`src/hw/ppr_pkg.sv`:
```
// constants, offsets and decode types of the parallel port register block
// assumes one 125 MHz clock domain; host pins are synchronised in the top
package ppr_pkg;

	localparam int unsigned CLK_MHZ = 125;
	localparam int unsigned SYNC_STAGES = 2;

	// printed register offsets, three-bit host address
	localparam logic [2:0] OFS_DATA      = 3'h0;
	localparam logic [2:0] OFS_STATUS    = 3'h1;
	localparam logic [2:0] OFS_CONTROL   = 3'h2;
	localparam logic [2:0] OFS_INDEX     = 3'h3;
	localparam logic [2:0] OFS_FP_DATA0  = 3'h4;
	localparam logic [2:0] OFS_FP_DATA1  = 3'h5;
	localparam logic [2:0] OFS_FP_ADDR   = 3'h6;
	localparam logic [2:0] OFS_INDIRECT  = 3'h7;

	// control register fields
	localparam int unsigned CTL_STROBE_BIT  = 0;
	localparam int unsigned CTL_AUTOFD_BIT  = 1;
	localparam int unsigned CTL_INIT_BIT    = 2;
	localparam int unsigned CTL_SELIN_BIT   = 3;
	localparam int unsigned CTL_IRQEN_BIT   = 4;
	localparam int unsigned CTL_DIR_BIT     = 5;
	localparam logic [2:0]  CTL_READ_ONES   = 3'h7;

	// status register fields
	localparam int unsigned STS_INT_BIT     = 2;
	localparam logic [1:0]  STS_LOW_ONES    = 2'h3;

	// mode selection register fields
	localparam int unsigned MODE_EXT_BIT    = 1;
	localparam int unsigned MODE_INTSEL_BIT = 2;
	localparam int unsigned MODE_FPEN_BIT   = 4;

	// indirect index values
	localparam int unsigned BANK_REGS      = 6;
	localparam logic [2:0]  IDX_MODE       = 3'h5;
	localparam logic [2:0]  IDX_VERSION    = 3'h6;
	localparam logic [2:0]  IDX_PARK       = 3'h7;
	localparam logic [7:0]  PARK_READ      = 8'hFF;

	// reset values
	localparam logic [7:0] DATA_RESET  = 8'h00;
	localparam logic [5:0] CTL_RESET   = 6'h00;
	localparam logic [7:0] INDEX_RESET = 8'h00;
	localparam logic [7:0] BANK_RESET  = 8'h00;
	localparam logic [7:0] FP_RESET    = 8'h00;

	typedef enum logic [2:0] {
		SEL_DATA,
		SEL_STATUS,
		SEL_CONTROL,
		SEL_INDEX,
		SEL_FP_DATA,
		SEL_FP_ADDR,
		SEL_INDIRECT
	} ppr_sel_t;

endpackage

```
`src/hw/ppr_sync.sv`:
```
// two-flop synchroniser for a bundle of asynchronous pins
// assumes each bit is an independent level; bundles are not coherent
`timescale 1ns/1ps
`default_nettype none
module ppr_sync #(
	parameter int unsigned WIDTH = 8
) (
	input  wire logic             mclk,
	input  wire logic             srst,
	input  wire logic [WIDTH-1:0] din,
	output logic      [WIDTH-1:0] dout
);
	logic [WIDTH-1:0] stage1_reg;
	logic [WIDTH-1:0] stage2_reg;

	always_ff @(posedge mclk) begin
		if (srst) begin
			stage1_reg <= '0;
			stage2_reg <= '0;
		end else begin
			stage1_reg <= din;
			stage2_reg <= stage1_reg;
		end
	end

	assign dout = stage2_reg;
endmodule
`default_nettype wire

```
`src/hw/ppr_indirect_bank.sv`:
```
// indirectly reached registers: six setup registers, version and parking slot
// assumes write pulses and index come from the same clock domain
`timescale 1ns/1ps
`default_nettype none
module ppr_indirect_bank
	import ppr_pkg::*;
#(
	// arbitrary neutral version value
	parameter logic [7:0] VERSION_VALUE = 8'h5A
) (
	input  wire logic       mclk,
	input  wire logic       srst,
	input  wire logic       wrPulse,
	input  wire logic [2:0] index,
	input  wire logic [7:0] wrData,
	output logic      [7:0] rdData,
	output logic      [7:0] modeSel
);
	logic [7:0] bank_reg  [BANK_REGS];
	logic [7:0] bank_next [BANK_REGS];

	always_comb begin
		for (int i = 0; i < BANK_REGS; i++) begin
			bank_next[i] = bank_reg[i];
		end
		if (wrPulse && (index < IDX_VERSION)) begin
			bank_next[index] = wrData;
		end
	end

	always_ff @(posedge mclk) begin
		for (int i = 0; i < BANK_REGS; i++) begin
			bank_reg[i] <= srst ? BANK_RESET : bank_next[i];
		end
	end

	always_comb begin
		if (index < IDX_VERSION) begin
			rdData = bank_reg[index];
		end else if (index == IDX_VERSION) begin
			rdData = VERSION_VALUE;
		end else begin
			rdData = PARK_READ;
		end
	end

	assign modeSel = bank_reg[IDX_MODE];

	parkWrite_a: assert property (@(posedge mclk) disable iff (srst)
		wrPulse && (index >= IDX_VERSION) |=> $stable(modeSel))
		else $error("write to version or parking slot changed a register");
endmodule
`default_nettype wire

```
`src/hw/ppr_port_regs.sv`:
```
// parallel port host register block: decode, data, status, control, index
// assumes asynchronous host strobes and printer pins; all are synchronised here
//
// Contract
// - decode only while chip select is low
// - fast port off: bit 2 ignored, 7 indirect
// - fast port on, index not 7: 4-5 data, 6 address
// - fast port on, index 7: 4 to 7 data
// - mode bit 4 low disables the fast port
// - offset 7 reaches register chosen by index
// - data register read/write, resets to zero
// - status write ignored; bits 7:3 show pins
// - status bit 2 interrupt if mode bit 2
// - status bits 1 and 0 read one
// - control write drives lines and irq enable
// - control read: bits 4:0 back, 7:5 ones
// - control bit 4 enables the port interrupt
// - extended mode direction from pin and direction bit
// - direction bit only counts in extended mode
// - index register read/write, low bits select, reset zero
`timescale 1ns/1ps
`default_nettype none
module ppr_port_regs
	import ppr_pkg::*;
#(
	parameter logic [7:0] VERSION_VALUE = 8'h5A
) (
	input  wire logic       mclk,
	input  wire logic       srst,
	input  wire logic       port_chip_select_n,
	input  wire logic       ioReadN,
	input  wire logic       ioWriteN,
	input  wire logic [2:0] addr,
	input  wire logic [7:0] hostDataIn,
	output logic      [7:0] hostDataOut,
	output logic            hostDataOe,
	input  wire logic [7:0] portDataIn,
	output logic      [7:0] portDataOut,
	output logic            portDataOe,
	input  wire logic       busyPin,
	input  wire logic       ackPinN,
	input  wire logic       paperEnd,
	input  wire logic       printerSelected,
	input  wire logic       errorPin,
	input  wire logic       bidirEnablePin,
	output logic            lineStrobe,
	output logic            lineAutofeed,
	output logic            lineInitialize,
	output logic            lineSelectIn,
	output logic            portIrq,
	output logic            fastPortEnable
);
	localparam int unsigned SYNC_W = 28;

	function automatic ppr_sel_t decodeSel(
		input logic [2:0] a,
		input logic       fpOn,
		input logic       idxAll1
	);
		ppr_sel_t s;
		s = SEL_DATA;
		if (a == OFS_INDIRECT) begin
			s = (fpOn && idxAll1) ? SEL_FP_DATA : SEL_INDIRECT;
		end else if (a == OFS_INDEX) begin
			s = SEL_INDEX;
		end else if (!fpOn || !a[2]) begin
			if (a[1:0] == OFS_DATA[1:0]) begin
				s = SEL_DATA;
			end else if (a[1:0] == OFS_STATUS[1:0]) begin
				s = SEL_STATUS;
			end else begin
				s = SEL_CONTROL;
			end
		end else if (idxAll1 || a == OFS_FP_DATA0 || a == OFS_FP_DATA1) begin
			s = SEL_FP_DATA;
		end else begin
			s = SEL_FP_ADDR;
		end
		return s;
	endfunction

	logic [SYNC_W-1:0] syncIn;
	logic [SYNC_W-1:0] syncOut;
	logic              csS;
	logic              rdS;
	logic              wrS;
	logic [2:0]        addrS;
	logic [7:0]        hostDataS;
	logic [7:0]        portDataS;
	logic              busyS;
	logic              ackS;
	logic              paperS;
	logic              selectS;
	logic              errorS;
	logic              bidirS;

	assign syncIn = {port_chip_select_n, ioReadN, ioWriteN, addr, hostDataIn, portDataIn,
		busyPin, ackPinN, paperEnd, printerSelected, errorPin, bidirEnablePin};

	ppr_sync #(
		.WIDTH (SYNC_W)
	) u_sync (
		.mclk (mclk),
		.srst (srst),
		.din  (syncIn),
		.dout (syncOut)
	);

	assign {csS, rdS, wrS, addrS, hostDataS, portDataS,
		busyS, ackS, paperS, selectS, errorS, bidirS} = syncOut;

	logic       wrPrev_reg;
	logic       wrPrev_next;
	logic [7:0] data_reg;
	logic [7:0] data_next;
	logic [5:0] ctl_reg;
	logic [5:0] ctl_next;
	logic [7:0] index_reg;
	logic [7:0] index_next;
	logic [7:0] fpData_reg;
	logic [7:0] fpData_next;
	logic [7:0] fpAddr_reg;
	logic [7:0] fpAddr_next;
	logic       stsInt_reg;
	logic       stsInt_next;
	logic [7:0] hostOut_reg;
	logic [7:0] hostOut_next;
	logic       hostOe_reg;
	logic       hostOe_next;
	logic       portOe_reg;
	logic       portOe_next;
	logic       irq_reg;
	logic       irq_next;
	logic       fpEn_reg;
	logic       fpEn_next;

	logic [7:0] modeSel;
	logic [7:0] bankRd;
	logic       fpOn;
	logic       idxAll1;
	logic       intSignal;
	logic       wrStrobe;
	logic       rdActive;
	logic       bankWr;
	logic [7:0] statusByte;
	logic [7:0] controlByte;
	ppr_sel_t   sel;

	assign fpOn      = modeSel[MODE_FPEN_BIT];
	assign idxAll1   = (index_reg[2:0] == IDX_PARK);
	assign sel       = decodeSel(addrS, fpOn, idxAll1);
	// strobe edge taken once per write, only with chip select low
	assign wrStrobe  = !csS && rdS && !wrS && wrPrev_reg;
	assign rdActive  = !csS && !rdS && wrS;
	assign bankWr    = wrStrobe && (sel == SEL_INDIRECT);
	// acknowledge pulse from the printer is the interrupt source
	assign intSignal = !ackS;

	ppr_indirect_bank #(
		.VERSION_VALUE (VERSION_VALUE)
	) u_bank (
		.mclk    (mclk),
		.srst    (srst),
		.wrPulse (bankWr),
		.index   (index_reg[2:0]),
		.wrData  (hostDataS),
		.rdData  (bankRd),
		.modeSel (modeSel)
	);

	assign statusByte  = {busyS, ackS, paperS, selectS, errorS, stsInt_reg, STS_LOW_ONES};
	assign controlByte = {CTL_READ_ONES, ctl_reg[CTL_IRQEN_BIT:0]};

	always_comb begin
		wrPrev_next  = wrS;
		data_next    = data_reg;
		ctl_next     = ctl_reg;
		index_next   = index_reg;
		fpData_next  = fpData_reg;
		fpAddr_next  = fpAddr_reg;
		fpEn_next    = fpOn;
		// bit 2 shows the interrupt only in the alternate interrupt mode
		stsInt_next  = modeSel[MODE_INTSEL_BIT] ? intSignal : 1'b1;
		irq_next     = ctl_reg[CTL_IRQEN_BIT] && intSignal;
		// receive only with pin high and, in extended mode, direction bit set
		portOe_next  = !bidirS || (modeSel[MODE_EXT_BIT] && !ctl_reg[CTL_DIR_BIT]);
		hostOe_next  = rdActive;
		hostOut_next = hostOut_reg;
		if (wrStrobe) begin
			case (sel)
				SEL_DATA: begin
					data_next = hostDataS;
				end
				SEL_CONTROL: begin
					ctl_next = hostDataS[CTL_DIR_BIT:0];
				end
				SEL_INDEX: begin
					index_next = hostDataS;
				end
				SEL_FP_DATA: begin
					fpData_next = hostDataS;
				end
				SEL_FP_ADDR: begin
					fpAddr_next = hostDataS;
				end
				default: begin
				end
			endcase
		end
		if (rdActive) begin
			case (sel)
				SEL_DATA: begin
					hostOut_next = portOe_reg ? data_reg : portDataS;
				end
				SEL_STATUS: begin
					hostOut_next = statusByte;
				end
				SEL_CONTROL: begin
					hostOut_next = controlByte;
				end
				SEL_INDEX: begin
					hostOut_next = index_reg;
				end
				SEL_FP_DATA: begin
					hostOut_next = fpData_reg;
				end
				SEL_FP_ADDR: begin
					hostOut_next = fpAddr_reg;
				end
				default: begin
					hostOut_next = bankRd;
				end
			endcase
		end
	end

	always_ff @(posedge mclk) begin
		if (srst) begin
			wrPrev_reg  <= 1'b1;
			data_reg    <= DATA_RESET;
			ctl_reg     <= CTL_RESET;
			index_reg   <= INDEX_RESET;
			fpData_reg  <= FP_RESET;
			fpAddr_reg  <= FP_RESET;
			stsInt_reg  <= 1'b0;
			hostOut_reg <= DATA_RESET;
			hostOe_reg  <= 1'b0;
			portOe_reg  <= 1'b0;
			irq_reg     <= 1'b0;
			fpEn_reg    <= 1'b0;
		end else begin
			wrPrev_reg  <= wrPrev_next;
			data_reg    <= data_next;
			ctl_reg     <= ctl_next;
			index_reg   <= index_next;
			fpData_reg  <= fpData_next;
			fpAddr_reg  <= fpAddr_next;
			stsInt_reg  <= stsInt_next;
			hostOut_reg <= hostOut_next;
			hostOe_reg  <= hostOe_next;
			portOe_reg  <= portOe_next;
			irq_reg     <= irq_next;
			fpEn_reg    <= fpEn_next;
		end
	end

	assign hostDataOut    = hostOut_reg;
	assign hostDataOe     = hostOe_reg;
	assign portDataOut    = data_reg;
	assign portDataOe     = portOe_reg;
	assign lineStrobe     = ctl_reg[CTL_STROBE_BIT];
	assign lineAutofeed   = ctl_reg[CTL_AUTOFD_BIT];
	assign lineInitialize = ctl_reg[CTL_INIT_BIT];
	assign lineSelectIn   = ctl_reg[CTL_SELIN_BIT];
	assign portIrq        = irq_reg;
	assign fastPortEnable = fpEn_reg;

	csIdle_a: assert property (@(posedge mclk) disable iff (srst)
		csS |=> $stable(data_reg) && $stable(ctl_reg) && $stable(index_reg))
		else $error("register changed with chip select high");

	imageWrite_a: assert property (@(posedge mclk) disable iff (srst)
		wrStrobe && !fpOn && addrS == OFS_FP_DATA0 |=> data_reg == $past(hostDataS))
		else $error("offset 4 did not alias data with fast port off");

	fpAddrWrite_a: assert property (@(posedge mclk) disable iff (srst)
		wrStrobe && fpOn && !idxAll1 && addrS == OFS_FP_ADDR |=> fpAddr_reg == $past(hostDataS))
		else $error("fast port address write lost");

	fpParkWrite_a: assert property (@(posedge mclk) disable iff (srst)
		wrStrobe && fpOn && idxAll1 && addrS == OFS_INDIRECT |=> fpData_reg == $past(hostDataS))
		else $error("offset 7 did not reach fast port data with index parked");

	fpGate_a: assert property (@(posedge mclk) disable iff (srst)
		!modeSel[MODE_FPEN_BIT] |-> sel != SEL_FP_DATA && sel != SEL_FP_ADDR)
		else $error("fast port decoded while disabled");

	statusWrite_a: assert property (@(posedge mclk) disable iff (srst)
		wrStrobe && sel == SEL_STATUS |=> $stable(data_reg) && $stable(ctl_reg) && $stable(index_reg))
		else $error("status write had an effect");

	statusInt_a: assert property (@(posedge mclk) disable iff (srst)
		rdActive && sel == SEL_STATUS && !modeSel[MODE_INTSEL_BIT] ##1 rdActive && sel == SEL_STATUS
		|=> hostOut_reg[STS_INT_BIT])
		else $error("status bit 2 not one outside interrupt mode");

	statusLow_a: assert property (@(posedge mclk) disable iff (srst)
		rdActive && sel == SEL_STATUS |=> hostOe_reg && hostOut_reg[1:0] == STS_LOW_ONES)
		else $error("status low bits not ones");

	ctlReset_a: assert property (@(posedge mclk)
		srst |=> ctl_reg == CTL_RESET && !lineStrobe && !portIrq)
		else $error("control not cleared by reset");

	ctlRead_a: assert property (@(posedge mclk) disable iff (srst)
		rdActive && sel == SEL_CONTROL |=> hostOut_reg[7:5] == CTL_READ_ONES
		&& hostOut_reg[4:0] == $past(ctl_reg[4:0]))
		else $error("control read back wrong");

	irqOff_a: assert property (@(posedge mclk) disable iff (srst)
		!ctl_reg[CTL_IRQEN_BIT] |=> !portIrq)
		else $error("interrupt raised while disabled");

	driveLow_a: assert property (@(posedge mclk) disable iff (srst)
		!bidirS |=> portDataOe)
		else $error("port not driving with bidirectional pin low");

	compatRecv_a: assert property (@(posedge mclk) disable iff (srst)
		bidirS && !modeSel[MODE_EXT_BIT] |=> !portDataOe)
		else $error("compatible mode drove with bidirectional pin high");

	indexWrite_a: assert property (@(posedge mclk) disable iff (srst)
		wrStrobe && addrS == OFS_INDEX |=> index_reg == $past(hostDataS))
		else $error("index register write lost");
endmodule
`default_nettype wire

```
`config.mk`:
```
export PLATFORM = sky130hd
export DESIGN_NAME = ppr_port_regs
export DESIGN_NICKNAME = d
export VERILOG_FILES = /design/src/hw/ppr_pkg.sv /design/src/hw/ppr_sync.sv /design/src/hw/ppr_indirect_bank.sv /design/src/hw/ppr_port_regs.sv
export SDC_FILE = /design/constraint.sdc
export NUM_CORES = 1
export LEC_CHECK = 0
export ABC_AREA = 1
export BUFFER_PORTS_ARGS = -buffer_cell sky130_fd_sc_hd__buf_4
export CAP_MARGIN = 20
export CORE_MARGIN = 10
export CORE_UTILIZATION = 60
export DETAILED_ROUTE_END_ITERATION = 8
export PLACE_DENSITY = 0.83
export SLEW_MARGIN = 20
export SYNTH_ARGS = -nofsm -noshare
export SYNTH_HDL_FRONTEND = slang
export SYNTH_SLANG_ARGS = --single-unit
```
`constraint.sdc`:
```
create_clock -name mclk -period 2.3 [get_ports mclk]
set_input_delay 0.46 -clock mclk [delete_from_list [all_inputs] [get_ports mclk]]
set_output_delay 0.46 -clock mclk [all_outputs]
set_load 0.01 [all_outputs]
```
==> out/qor.csv <==
metric;value;unit
status;complete, no violations;
max_stage_delay;0.57;ns
postCtsSetupBuffers;0;
reg2reg_slack;0.15;ns
synth_edf_count;0;
n_fill_cell;759;
hold_ws;0.1309;ns
layout_commonest_cell;dfxtp_1;
slowest_stage;nor2_1;
drtIter0Drc;506;
avgSynthCellArea;7.741;um2
wl_per_cell;16.46;um
die_width;121.1;um
nets;871;
hold_violations;0;
seqPwrFrac;0.483;
dieArea;0.01466;mm2
clockBufferDepth;2;
largest_register_ffs;48;
grtUsageTotal;0.2237;
cts.htree.levels;4;
place_area;0.006629;mm2
crit_path_cell_trace;inv_1, nor3_4, inv_1, nor2_1, o21ai_0, a21oi_1;
area_growth;17.98;%
drt_wl_total;16250;um
final_cell_area;0.007233;mm2
yosys_warnings;0;
reg2reg_from;u_sync.dout[23];
finalSetupViolCount;0;
post-route-period-util;0.9342;
final_antenna_net_count;0;
place_ws;0.2753;ns
hp-start;hostDataIn[2];
ios;54;
crit_type;reg -> reg;
synth_seq_cells;159;
whs_endpoint;u_sync.stage1_reg[16];
row_count;36;
synthSimpleGateAreaFrac;0.1761;
synth_area;0.006131;mm2
end_kind;flip-flop;
synth-async-reset-ratio;0;
irDropWorstVdd;726.5;uV
p_leak;0.003120;uW
insertion_delay;0.53;ns
hold_class;in -> reg;
pwr-share-clk;0.476;
root_buffer;clkbuf_8;
startpoint_type;flip-flop;
vias;5401;
slew_violations;0;
yosysUniqueCellTypes;35;
numPortBuffers;53;
fin_util;0.7333;
postSynthCellCount;792;
cts-buffers-inserted;17;
timing.fmax;465.4;MHz
synth_mux_area_frac;0;
die_h;121.1;um
start_util;0.6215;
worstHoldPathCells;3;
period_needed;2.149;ns
path_common_cell;inv_1;
hpwl;11300;um
synth-seq-area-share;0.5192;
cp_data_required_time;2.75;ns
ys.flop_type;dfxtp_1;
synth_top_family_by_area;compound AO/OA/AOI/OAI gates;
cts_tree;yes;
synth_xor_area_frac;0;
final_cell_mix;dfxtp_1 (159), inv_1 (125), a21oi_1 (116);
clock-sinks;159;
grt_overflow;0;
cap_violations;0;
grt_max_degree;80;
skew;0.005628;ns
viasPerCell;5.472;
grt_pass1_wl;25940;um
cts_resized;0;
synth_fa_ha_area_frac;0;
fin_setup_tns;0;ns
rsz0062_at_grt;false;
slew_headroom;0.4231;
core;0.009864;mm2
setup_ws;0.1514;ns
internal_power;4628;uW
firstDrtPassIters;5;
synth_compound_gate_area_share;0.2000;
cp_max_fo;12;
hold_buffers;0;
powerDensity;818.5;mW/mm2
pwr-share-comb;0.042;
drc;0;
reg2reg_to;ctl_reg[3];
rr_worst_depth;6;
power.switching;1293;uW
worst_pin_slew;0.8622;ns
clk_pin_slew;0.06;ns
synth_fp_nets;822;
switching_share;0.2184;
antenna_found_initial;0;
first_global_vias;5255;
worstPathArrival;2.60;ns
place.gp.congestion;0.9188;
n_antenna_cell;0;
layout-drive-gt1-share;0.1358;
## power by group through the flow
| stage | sequential [uW] | combinational [uW] | clock (uW) |
|---|---|---|---|
| after floorplan | 2900 | 141 | 0 |
| after global placement | 2910 | 239 | 0 |
| after detailed placement | 2920 | 245 | 0 |
| after CTS | 2860 | 247 | 2840 |
| after global routing | 2860 | 276 | 2970 |
| final | 2860 | 248 | 2820 |
## cells by family (layout without fill, tap and decap cells)
| family | after synthesis | after routing |
|---|---|---|
| buffers and inverters | 163 | 225 |
| AND/OR/NAND/NOR | 237 | 237 |
| flip-flops | 159 | 159 |
| AO/OA/AOI/OAI | 233 | 233 |
## Yosys cell counts, types with 4 or more instances
cell / instances / area [um2]
inv_2: 4 / 15.01
dfxtp_1: 159 / 3183
o21ai_0: 98 / 490.5
inv_1: 125 / 469.2
a211oi_1: 9 / 67.56
o211ai_1: 4 / 30.03
a21oi_1: 116 / 580.6
nand4_1: 5 / 31.28
nand2_1: 109 / 409.1
nand4_2: 4 / 50.05
nand3_1: 16 / 80.08
buf_4: 5 / 37.54
nor2_1: 89 / 334.1
clkbuf_1: 23 / 86.33
## worst max path at each step
stage,start,end,slack [ns]
global placement,u_sync.dout[24],u_bank.bank_reg[5][4],0.35
floorplan,index_reg[0],fpData_reg[4],0.75
CTS,u_sync.dout[23],ctl_reg[3],0.24
global route,u_sync.dout[23],ctl_reg[3],0.007
detailed placement,u_sync.dout[23],ctl_reg[5],0.28
finish,u_sync.dout[23],ctl_reg[3],0.15
## area by class of cell
| cell class | count | area, um2 | area share |
|---|---|---|---|
| clock inverter | 12 | 158.9 | 0.02197 |
| clock buffer | 20 | 445.4 | 0.06158 |
| sequential | 159 | 3183 | 0.4401 |
| multi-input combinational | 470 | 2306 | 0.3188 |
| timing repair buffer | 63 | 485.5 | 0.06712 |
| tap | 133 | 166.4 | 0.02301 |
| inverter | 130 | 488.0 | 0.06746 |
## worst max-delay path: cells and delay by family (launching register included)
kind | cells | cell delay (ns)
AND/OR/NAND/NOR | 2 | 0.92
flip-flops | 1 | 0.44
AO/OA/AOI/OAI | 2 | 0.38
buffers and inverters | 2 | 0.34
## routing by layer
metal  vias up  GRT usage  wire length [um]
met5         -          0                 0
met4         0     0.1131               516
met3        43    0.07259              1437
met2       250     0.3398              7388
met1      2476     0.2786              6904
li1       2632          -                 -
## metrics by stage
step / power (uW) / instances
floorplan: 3043 / 792
global placement: 3152 / 955
detailed placement: 3160 / 955
CTS: 5938 / 987
global route: 6104 / 987
finish: 5920 / 987
No activity file was read; power rests on OpenSTA's default activity.
